<file path="config.mk">
export PLATFORM = sky130hd
export DESIGN_NAME = mirg_irq_gate
export DESIGN_NICKNAME = d
export VERILOG_FILES = /design/src/common/mirg_pkg.sv /design/src/rtl/mirg_irq_gate.sv
export VERILOG_INCLUDE_DIRS = /design/src /design/src/common
export SDC_FILE = /design/constraint.sdc
export NUM_CORES = 1
export LEC_CHECK = 0
export BUFFER_PORTS_ARGS = -buffer_cell sky130_fd_sc_hd__buf_4
export CAP_MARGIN = 20
export CORE_UTILIZATION = 49
export DETAILED_ROUTE_END_ITERATION = 8
export GPL_ROUTABILITY_DRIVEN = 0
export PLACE_DENSITY = 0.85
export SYNTH_ARGS = -nofsm -noshare
export SYNTH_HDL_FRONTEND = slang
export SYNTH_SLANG_ARGS = --single-unit
</file>
<file path="constraint.sdc">
create_clock -name pclk -period 6.14 [get_ports pclk]
set_clock_uncertainty 0.15 [all_clocks]
set_input_delay 1.842 -clock pclk [delete_from_list [all_inputs] [get_ports pclk]]
set_output_delay 1.842 -clock pclk [all_outputs]
set_load 0.01 [all_outputs]
</file>
<file path="src/common/mirg_consts.svh">
`ifndef MIRG_CONSTS_SVH
`define MIRG_CONSTS_SVH

// Register byte offsets
`define MIRG_OFS_FLAGS      8'h00
`define MIRG_OFS_ENABLE     8'h04
`define MIRG_OFS_CTRL       8'h08
`define MIRG_OFS_EDGE       8'h0c
`define MIRG_OFS_STATUS     8'h10

// Source bit positions in the flag and enable registers
`define MIRG_BIT_EXT_A      0
`define MIRG_BIT_EXT_B      1
`define MIRG_BIT_BT         4
`define MIRG_BIT_TCA        5
`define MIRG_BIT_TCB        6
`define MIRG_SRC_MASK       8'h73

// Control register fields
`define MIRG_BIT_GIE        7

// Port edge control fields
`define MIRG_BIT_ETE        7
`define MIRG_SEL_LO         3
`define MIRG_SEL_HI         4
`define MIRG_SEL_FALL       2'h1
`define MIRG_SEL_RISE       2'h2
`define MIRG_SEL_BOTH       2'h3

// Reset values
`define MIRG_RST_FLAGS      8'h00
`define MIRG_RST_ENABLE     8'h00
`define MIRG_RST_SEL        2'h0
`define MIRG_RST_PIN        1'b1
`define MIRG_RST_DEPTH      3'h0

// Shared interrupt vector address
`define MIRG_VECTOR_ADDR    16'h0008

`endif

</file>
<file path="src/common/mirg_pkg.sv">
package mirg_pkg;

    // Vector entry sequence, one-hot
    typedef enum logic [2:0] {
        MIRG_IDLE    = 3'b001,
        MIRG_ENTER   = 3'b010,
        MIRG_SERVICE = 3'b100
    } mirg_state_t;

    // Complete state of the gating block
    typedef struct packed {
        mirg_state_t state;
        logic [7:0]  flags;
        logic [7:0]  enable;
        logic        global_irq_enable;
        logic        ete;
        logic [1:0]  edge_sel;
        logic        pin_a_prev;
        logic        pin_b_prev;
        logic [2:0]  depth;
        logic [31:0] prdata;
        logic        pslverr;
    } mirg_regs_t;

endpackage

</file>
<file path="src/rtl/mirg_irq_gate.sv">
`timescale 1ns/100ps
`default_nettype none
`include "mirg_consts.svh"

module mirg_irq_gate
    import mirg_pkg::*;
(
    // Clock and reset
    input  wire logic        pclk,
    input  wire logic        presetn,
    // APB slave
    input  wire logic        psel,
    input  wire logic        penable,
    input  wire logic        pwrite,
    input  wire logic [7:0]  paddr,
    input  wire logic [31:0] pwdata,
    output logic      [31:0] prdata,
    output logic             pready,
    output logic             pslverr,
    // Event sources
    input  wire logic        ext_a_pin,
    input  wire logic        ext_b_pin,
    input  wire logic        basic_timer_ovf,
    input  wire logic        timer_counter_a_ovf,
    input  wire logic        timer_counter_b_ovf,
    // CPU core side
    input  wire logic        cpu_reti,
    output logic             irq_req,
    output logic             vector_take,
    output logic      [15:0] vector_addr,
    output logic             stack_push,
    output logic             port0_wakeup
);

    mirg_regs_t s_q;
    mirg_regs_t s_d;

    logic       setup_ph;
    logic       wr_acc;
    logic       mapped;
    logic       wr_flags;
    logic       ev_a;
    logic       ev_b;
    logic       a_rise;
    logic       a_fall;
    logic       b_rise;
    logic       b_fall;
    logic [7:0] events;
    logic [7:0] pending;
    logic       any_pend;
    logic [31:0] rdata;

    // Bus phase decode
    assign setup_ph = psel && !penable;
    assign wr_acc   = psel && penable && pwrite;
    assign mapped   = (paddr == `MIRG_OFS_FLAGS) || (paddr == `MIRG_OFS_ENABLE)
                   || (paddr == `MIRG_OFS_CTRL) || (paddr == `MIRG_OFS_EDGE)
                   || (paddr == `MIRG_OFS_STATUS);
    assign wr_flags = wr_acc && (paddr == `MIRG_OFS_FLAGS);

    // Pin edge detection against last sampled level
    assign a_rise = ext_a_pin && !s_q.pin_a_prev;
    assign a_fall = !ext_a_pin && s_q.pin_a_prev;
    assign b_rise = ext_b_pin && !s_q.pin_b_prev;
    assign b_fall = !ext_b_pin && s_q.pin_b_prev;

    // Pin A edge choice from the select field
    always_comb begin
        ev_a = a_fall;
        if (s_q.ete) begin
            case (s_q.edge_sel)
                `MIRG_SEL_FALL: ev_a = a_fall;
                `MIRG_SEL_RISE: ev_a = a_rise;
                `MIRG_SEL_BOTH: ev_a = a_rise || a_fall;
                default:        ev_a = 1'b0;
            endcase
        end
    end

    // Pin B edge depends on the edge-trigger enable only
    assign ev_b = s_q.ete ? (b_rise || b_fall) : b_fall;

    // Wakeup: low level when edge mode off, else the pin triggers
    assign port0_wakeup = s_q.ete ? (ev_a || ev_b)
                                  : (!ext_a_pin || !ext_b_pin);

    // Collected events in flag layout
    always_comb begin
        events = 8'h00;
        events[`MIRG_BIT_EXT_A] = ev_a;
        events[`MIRG_BIT_EXT_B] = ev_b;
        events[`MIRG_BIT_BT]    = basic_timer_ovf;
        events[`MIRG_BIT_TCA]   = timer_counter_a_ovf;
        events[`MIRG_BIT_TCB]   = timer_counter_b_ovf;
    end

    // Enabled flags merged with no priority into one request
    assign pending  = s_q.flags & s_q.enable;
    assign any_pend = |pending;
    assign irq_req  = any_pend && s_q.global_irq_enable;

    // Read data mux, sampled in the setup phase
    always_comb begin
        rdata = 32'h0000_0000;
        case (paddr)
            `MIRG_OFS_FLAGS:  rdata[7:0] = s_q.flags;
            `MIRG_OFS_ENABLE: rdata[7:0] = s_q.enable;
            `MIRG_OFS_CTRL:   rdata[`MIRG_BIT_GIE] = s_q.global_irq_enable;
            `MIRG_OFS_EDGE: begin
                rdata[`MIRG_BIT_ETE] = s_q.ete;
                rdata[`MIRG_SEL_HI:`MIRG_SEL_LO] = s_q.edge_sel;
            end
            `MIRG_OFS_STATUS: begin
                rdata[2:0] = s_q.depth;
                rdata[5:3] = s_q.state;
                rdata[8]   = ext_a_pin;
                rdata[9]   = ext_b_pin;
            end
            default:          rdata = 32'h0000_0000;
        endcase
    end

    // Next-state logic
    always_comb begin
        s_d = s_q;
        s_d.pin_a_prev = ext_a_pin;
        s_d.pin_b_prev = ext_b_pin;
        // Software clear by writing one; a new event wins
        if (wr_flags) begin
            s_d.flags = s_q.flags & ~pwdata[7:0];
        end
        s_d.flags = (s_d.flags | events) & `MIRG_SRC_MASK;
        if (setup_ph) begin
            s_d.prdata  = rdata;
            s_d.pslverr = !mapped;
        end
        if (wr_acc) begin
            case (paddr)
                `MIRG_OFS_ENABLE: s_d.enable = pwdata[7:0] & `MIRG_SRC_MASK;
                `MIRG_OFS_CTRL:   s_d.global_irq_enable = pwdata[`MIRG_BIT_GIE];
                `MIRG_OFS_EDGE: begin
                    s_d.ete      = pwdata[`MIRG_BIT_ETE];
                    s_d.edge_sel = pwdata[`MIRG_SEL_HI:`MIRG_SEL_LO];
                end
                default: s_d.enable = s_q.enable;
            endcase
        end
        // Vector entry sequence
        case (s_q.state)
            MIRG_IDLE: begin
                if (irq_req) begin
                    s_d.state = MIRG_ENTER;
                end
            end
            MIRG_ENTER: begin
                s_d.depth = s_q.depth + 3'h1;
                s_d.state = MIRG_SERVICE;
            end
            MIRG_SERVICE: begin
                if (cpu_reti) begin
                    s_d.depth = s_q.depth - 3'h1;
                    s_d.state = MIRG_IDLE;
                end
            end
            default: s_d.state = MIRG_IDLE;
        endcase
    end

    // State register
    always_ff @(posedge pclk or negedge presetn) begin
        if (!presetn) begin
            s_q.state      <= MIRG_IDLE;
            s_q.flags      <= `MIRG_RST_FLAGS;
            s_q.enable     <= `MIRG_RST_ENABLE;
            s_q.global_irq_enable        <= 1'b0;
            s_q.ete        <= 1'b0;
            s_q.edge_sel   <= `MIRG_RST_SEL;
            s_q.pin_a_prev <= `MIRG_RST_PIN;
            s_q.pin_b_prev <= `MIRG_RST_PIN;
            s_q.depth      <= `MIRG_RST_DEPTH;
            s_q.prdata     <= 32'h0000_0000;
            s_q.pslverr    <= 1'b0;
        end else begin
            s_q <= s_d;
        end
    end

    // Outputs
    assign prdata      = s_q.prdata;
    assign pslverr     = s_q.pslverr && psel && penable;
    assign pready      = 1'b1;
    assign vector_take = (s_q.state == MIRG_ENTER);
    assign stack_push  = (s_q.state == MIRG_ENTER);
    assign vector_addr = `MIRG_VECTOR_ADDR;
endmodule

`default_nettype wire

</file>
==> Word level (Yosys, flattened, before mapping) <==
Index checks and enable logic that the tools add are counted.
{ "word_totals": {"ff_bits": 33, "latch_bits": 0, "ramBits": 0, "mem_bits_ro": 0, "inputBits": 51, "output_inout_bits": 54, "wordCells": 78, "mem_count": 0} }
{ "classes": {"add_sub_neg": 2, "mul": 0, "div_mod_pow": 0, "n_lt_le_gt_ge": 0, "n_eq_ne": 12, "shift": 0, "muxes": 16, "n_bitwise": 4, "n_reduce_logical": 33} }
{ "op_table": {"columns": ["cell", "count"], "rows": [
  ["$pmux 3 s3", 2],
  ["$eq 8x4->1 const B", 2],
  ["$and 7x7->7", 2],
  ["$logic_and 1x1->1", 11],
  ["$reduce_and 2->1", 5],
  ["$mux 3", 3],
  ["$eq 8x3->1 const B", 1],
  ["$eq 8x5->1 const B", 1],
  ["$logic_not 8->1", 1],
  ["$logic_or 1x1->1", 8],
  ["$pmux 2 s4", 1],
  ["$reduce_or 8->1", 1],
  ["$mux 7", 1],
  ["$not 7->7", 1],
  ["$or 7x7->7", 1],
  ["$logic_not 1->1", 6],
  ["$pmux 1 s3", 2],
  ["$pmux 3 s2", 1],
  ["$eq 2x2->1 const B", 2],
  ["$ne 2x2->1 const B", 2],
  ["$pmux 1 s2", 2],
  ["$add 3x1->3 const B", 1],
  ["$eq 3x1->1 const B", 1],
  ["$eq 3x2->1 const B", 1],
  ["6 further kinds", 8]
]} }

==> Logic depth before layout (Yosys ltp) <==
{ "depth": {"word_depth": 7, "mapped_depth": 6, "ltp_nobuf": 6} }

==> Worst setup path before layout <==
OpenSTA, ideal clock, no wires.
{ "synth_path": {"path_kind": "input to output", "from": "in ext_a_pin", "to": "out port0_wakeup", "t_arrival_ns": 2.710, "t_required_ns": 4.148, "setup_slack_ns": 1.438, "cell_stages": 6, "path_buffers": 0, "cell_sequence": "inv_1 ha_1 nand3b_1 o21ai_0 a21oi_1 a31oi_1"} }
{ "synth_via": {"elab_chain_len": 7, "word_cells_on_any_way": 9, "classes_between": "mux (3); reduce/logical (6)"} }
{ "synth_rtl": {"columns": ["element", "line_no", "source"], "rows": [
  ["start: declaration", "mirg_irq_gate.sv:21", "input wire logic ext_a_pin,"],
  ["$logic_not 1->1", "mirg_irq_gate.sv:63, mirg_irq_gate.sv:85", null],
  ["$logic_and 1x1->1", "mirg_irq_gate.sv:63", "assign a_fall = !ext_a_pin && s_q.pin_a_prev;"],
  ["$logic_or 1x1->1", "mirg_irq_gate.sv:74", "`MIRG_SEL_BOTH: ev_a = a_rise || a_fall;"],
  ["$pmux 1 s3", "mirg_irq_gate.sv:71", "case (s_q.edge_sel)"],
  ["$mux 1", "mirg_irq_gate.sv:70", "if (s_q.ete) begin"],
  ["$logic_or 1x1->1", "mirg_irq_gate.sv:84", "assign port0_wakeup = s_q.ete ? (ev_a || ev_b)"],
  ["$mux 1 (*)", "mirg_irq_gate.sv:84", null],
  ["end: declaration", "mirg_irq_gate.sv:32", "output logic port0_wakeup"]
]} }
Mark *: on every way between the ends. The rest lies on a longest branch, timed or not.

==> Final worst setup path <==
Same ends and word-level chain as after synthesis.

==> flow_metrics.py <==
metrics = {
    "cells_and_area": {
        "antenna-diode-count": 0,
        "synthToLayoutAreaGrowth_pct": 9.66,
        "utilization_pct": 56.7,
        "fin_nets": 291,
        "layout-drive-gt1-share_pct": 29.1,
    },
    "synthesis": {
        "ys_seq_area_share_pct": 39.8,
        "avgSynthCellArea_sq_um": 10.1,
        "yosys.area_share.xor_xnor_pct": 0.840,
        "yosys_warnings": 0,
        "synth.mux.area_fraction_pct": 9.30,
        "ys_top_cells_by_count": "buf_4 (50), dfrtp_1 (30), nand2_1 (15), mux2_2 (11), nor2_1 (10)",
        "synth_adder_area_share_pct": 2.76,
        "synth_edf_count": 0,
        "ys_ff_latch": 33,
        "synth-compound-area-share_pct": 11.2,
        "synth_area_leaders": "dfrtp_1 (36%), buf_4 (18%), mux2_2 (5.9%), dfstp_2 (3.8%), mux2i_1 (3.4%)",
        "synth.distinct_cells": 48,
        "ys.flop_type": "dfrtp_1",
        "yosysTopAreaCell": "dfrtp_1",
        "synthesis.instances": 207,
        "synth_simple_gate_area_share_pct": 15.1,
        "synth_top_family_by_area": "buffers and inverters",
        "synth_top_cell_area_share_pct": 36.0,
        "synth.cell_area_sq_um": 2080,
        "synthMostInstantiatedCell": "buf_4",
        "synth-async-reset-ratio_pct": 100,
    },
    "detailed_routing": {
        "drc": 0,
        "drt_iter0_drc": 48,
        "routed_wl_um": 3710,
        "wl_per_cell_um": 12.9,
        "ant_nets": 0,
        "viasPerCell": 4.89,
        "dr.pass1.iters": 4,
        "num_vias": 1402,
    },
    "die": {
        "ioPinCount": 105,
        "row_count": 23,
        "core_area_sq_um": 4030,
        "start_util_pct": 51.7,
        "die_w_um": 67.2,
        "die_y_um": 67.2,
        "die-area_sq_um": 4520,
    },
    "power": {
        "ir_drop_v": 0.000119,
        "power_density_nw_per_um2": 204,
        "p_leak_nw": 1.12,
    },
    "critical_path": {
        "worstPathArrival_ps": 2990,
        "path_buf_inv": 3,
        "crit_chain": "buf_4 -> inv_1 -> ha_1 -> nand3b_1 -> o21ai_0 -> a21oi_1 -> a31oi_1 -> buf_4",
        "path_delay_family": "compound AO/OA/AOI/OAI gates",
        "critPathMaxStageDelay_ps": 240,
        "reg2reg_depth": 6,
        "setup.worst_path.class": "primary input to primary output",
        "critPathRequiredTime_ps": 4150,
        "path_max_fanout": 3,
        "worst_path_max_delay_cell": "ha_1",
        "startpoint_type": "primary input",
        "cp_num_cells": 8,
        "crit_path_end_kind": "primary output",
        "cp_common_cell": "buf_4",
    },
    "sta": {
        "slew_violations": 0,
        "hold_viol_final": 0,
        "layout_min_cycle_time_ps": 4990,
        "rsz0062_at_grt": "false",
        "setup_viol": 0,
        "clock.fmax_mhz": 201,
        "setup-tns-final_ps": 0,
        "period_share_pct": 81.2,
        "maxSlewHeadroom_pct": 59.3,
        "worst_pin_slew_ps": 611,
        "layout_setup_ws_ps": 1150,
    },
    "global_routing": {
        "grt_pass1_vias": 1255,
        "grtUsageMet2_pct": 26.8,
        "grt_pass1_wl_um": 5880,
        "grt_overflow": 0,
        "grt_usage_pct": 18.4,
        "grt_max_degree": 34,
        "use_met1_pct": 24.4,
        "antenna_found_initial": 0,
        "busiest_layer": "met2",
        "met3_usage_pct": 5.91,
    },
    "clock_network": {
        "cts-htree-levels": 2,
        "numClockSinks": 33,
        "clock_latency_ps": 290,
        "clk_path_buf_depth": 2,
        "postCtsHoldBufs": 0,
        "cts_tree": "yes",
        "cts_buffers": 5,
        "clk_pin_slew_ps": 60,
        "cts_resized": 0,
        "postCtsSetupBuffers": 0,
        "cts_root_buf": "clkbuf_8",
    },
    "outcome": {
        "status": "finished clean",
    },
    "run": {
        "drv_cap": 0,
    },
    "placement": {
        "post-dp-hpwl_um": 2930,
        "numPortBuffers": 40,
        "dp_slack_ps": 1150,
    },
    "hold_path": {
        "holdPathStages": 2,
        "min_path_type": "flop to flop",
    },
}
==> area by class of cell <==
type / count / area [sq um]
sequential: 33 / 830
multi-input combinational: 148 / 962
clock buffer: 7 / 96.3
timing repair buffer: 40 / 300
clock inverter: 1 / 5.00
inverter: 8 / 30.0
tap: 50 / 62.6
fill: 387 / 1740
==> path summary, 6_finish.rpt <==
path	start	end	slack, ps
max in group asynchronous	presetn	s_q[37]	4180
setup / recovery	ext_a_pin	port0_wakeup	1150
min in group asynchronous	presetn	prdata[3]	1330
hold / removal	prdata[3]	prdata[3]	330
setup reg to reg	s_q[59]	s_q[35]	4370
hold reg to reg	prdata[3]	prdata[3]	330
==> power breakdown <==
group | internal [mW] | leakage [nW] | total, mW | switching (mW)
Combinational | 0.0236 | 0.656 | 0.0597 | 0.0360
Sequential | 0.225 | 0.412 | 0.230 | 0.00553
Clock | 0.101 | 0.0542 | 0.177 | 0.0754
==> routing by layer <==
metal	wire length [um]	vias to the layer above	part of all wire, %
li1	-	679	-
met1	1610	651	43
met4	102	0	2.7
met2	1730	64	47
met5	0	-	0
met3	270	8	7.3
==> placed cells by master, fill, tap and decap left out, types with 2 or more instances in the layout <==
cell      netlist  layout
and2b_1         2       2
a21oi_1         7       7
nand4b_1        2       2
nand2_1        15      15
nand2b_1        4       4
a21o_1          3       3
a22oi_1         2       2
nor2b_1         2       2
conb_1          2      39
mux2_2         11      11
mux2i_1         7       7
buf_4          50      40
and3_1          2       2
dfrtp_1        30      30
o21ai_0         6       6
clkbuf_8        0       7
inv_1           8       8
o31ai_1         4       4
o41ai_1         3       3
nor2_1         10      10
a31oi_1         3       3
ha_1            3       3
dfstp_2         3       3
==> sequential cells by signal (all words and copies together) (netlist names) <==
signal	cells
prdata	10
s_q	23
==> per-stage QoR <==
stage,area (sq um),std cells,hold WS (ps),power [mW]
finish,2290,287,330,0.466
CTS,2290,287,337,0.473
floorplan,2220,244,291,0.286
global route,2290,287,357,0.490
detailed placement,2180,279,322,0.294
global placement,2180,279,314,0.292
==> kinds of logic after synthesis <==
group	count (synthesis)
mux	18
fa+ha+maj	4
compound gates	34
flops	33
simple gates	51
other cells	2
buf+inv	63
xor+xnor	2
==> worst min-delay path: stages (launching register included) <==
cell and delay, ps:
dfrtp_1 340, nand2_1 50, o31ai_1 50
Note: power is estimated with default switching activity, not from simulation.
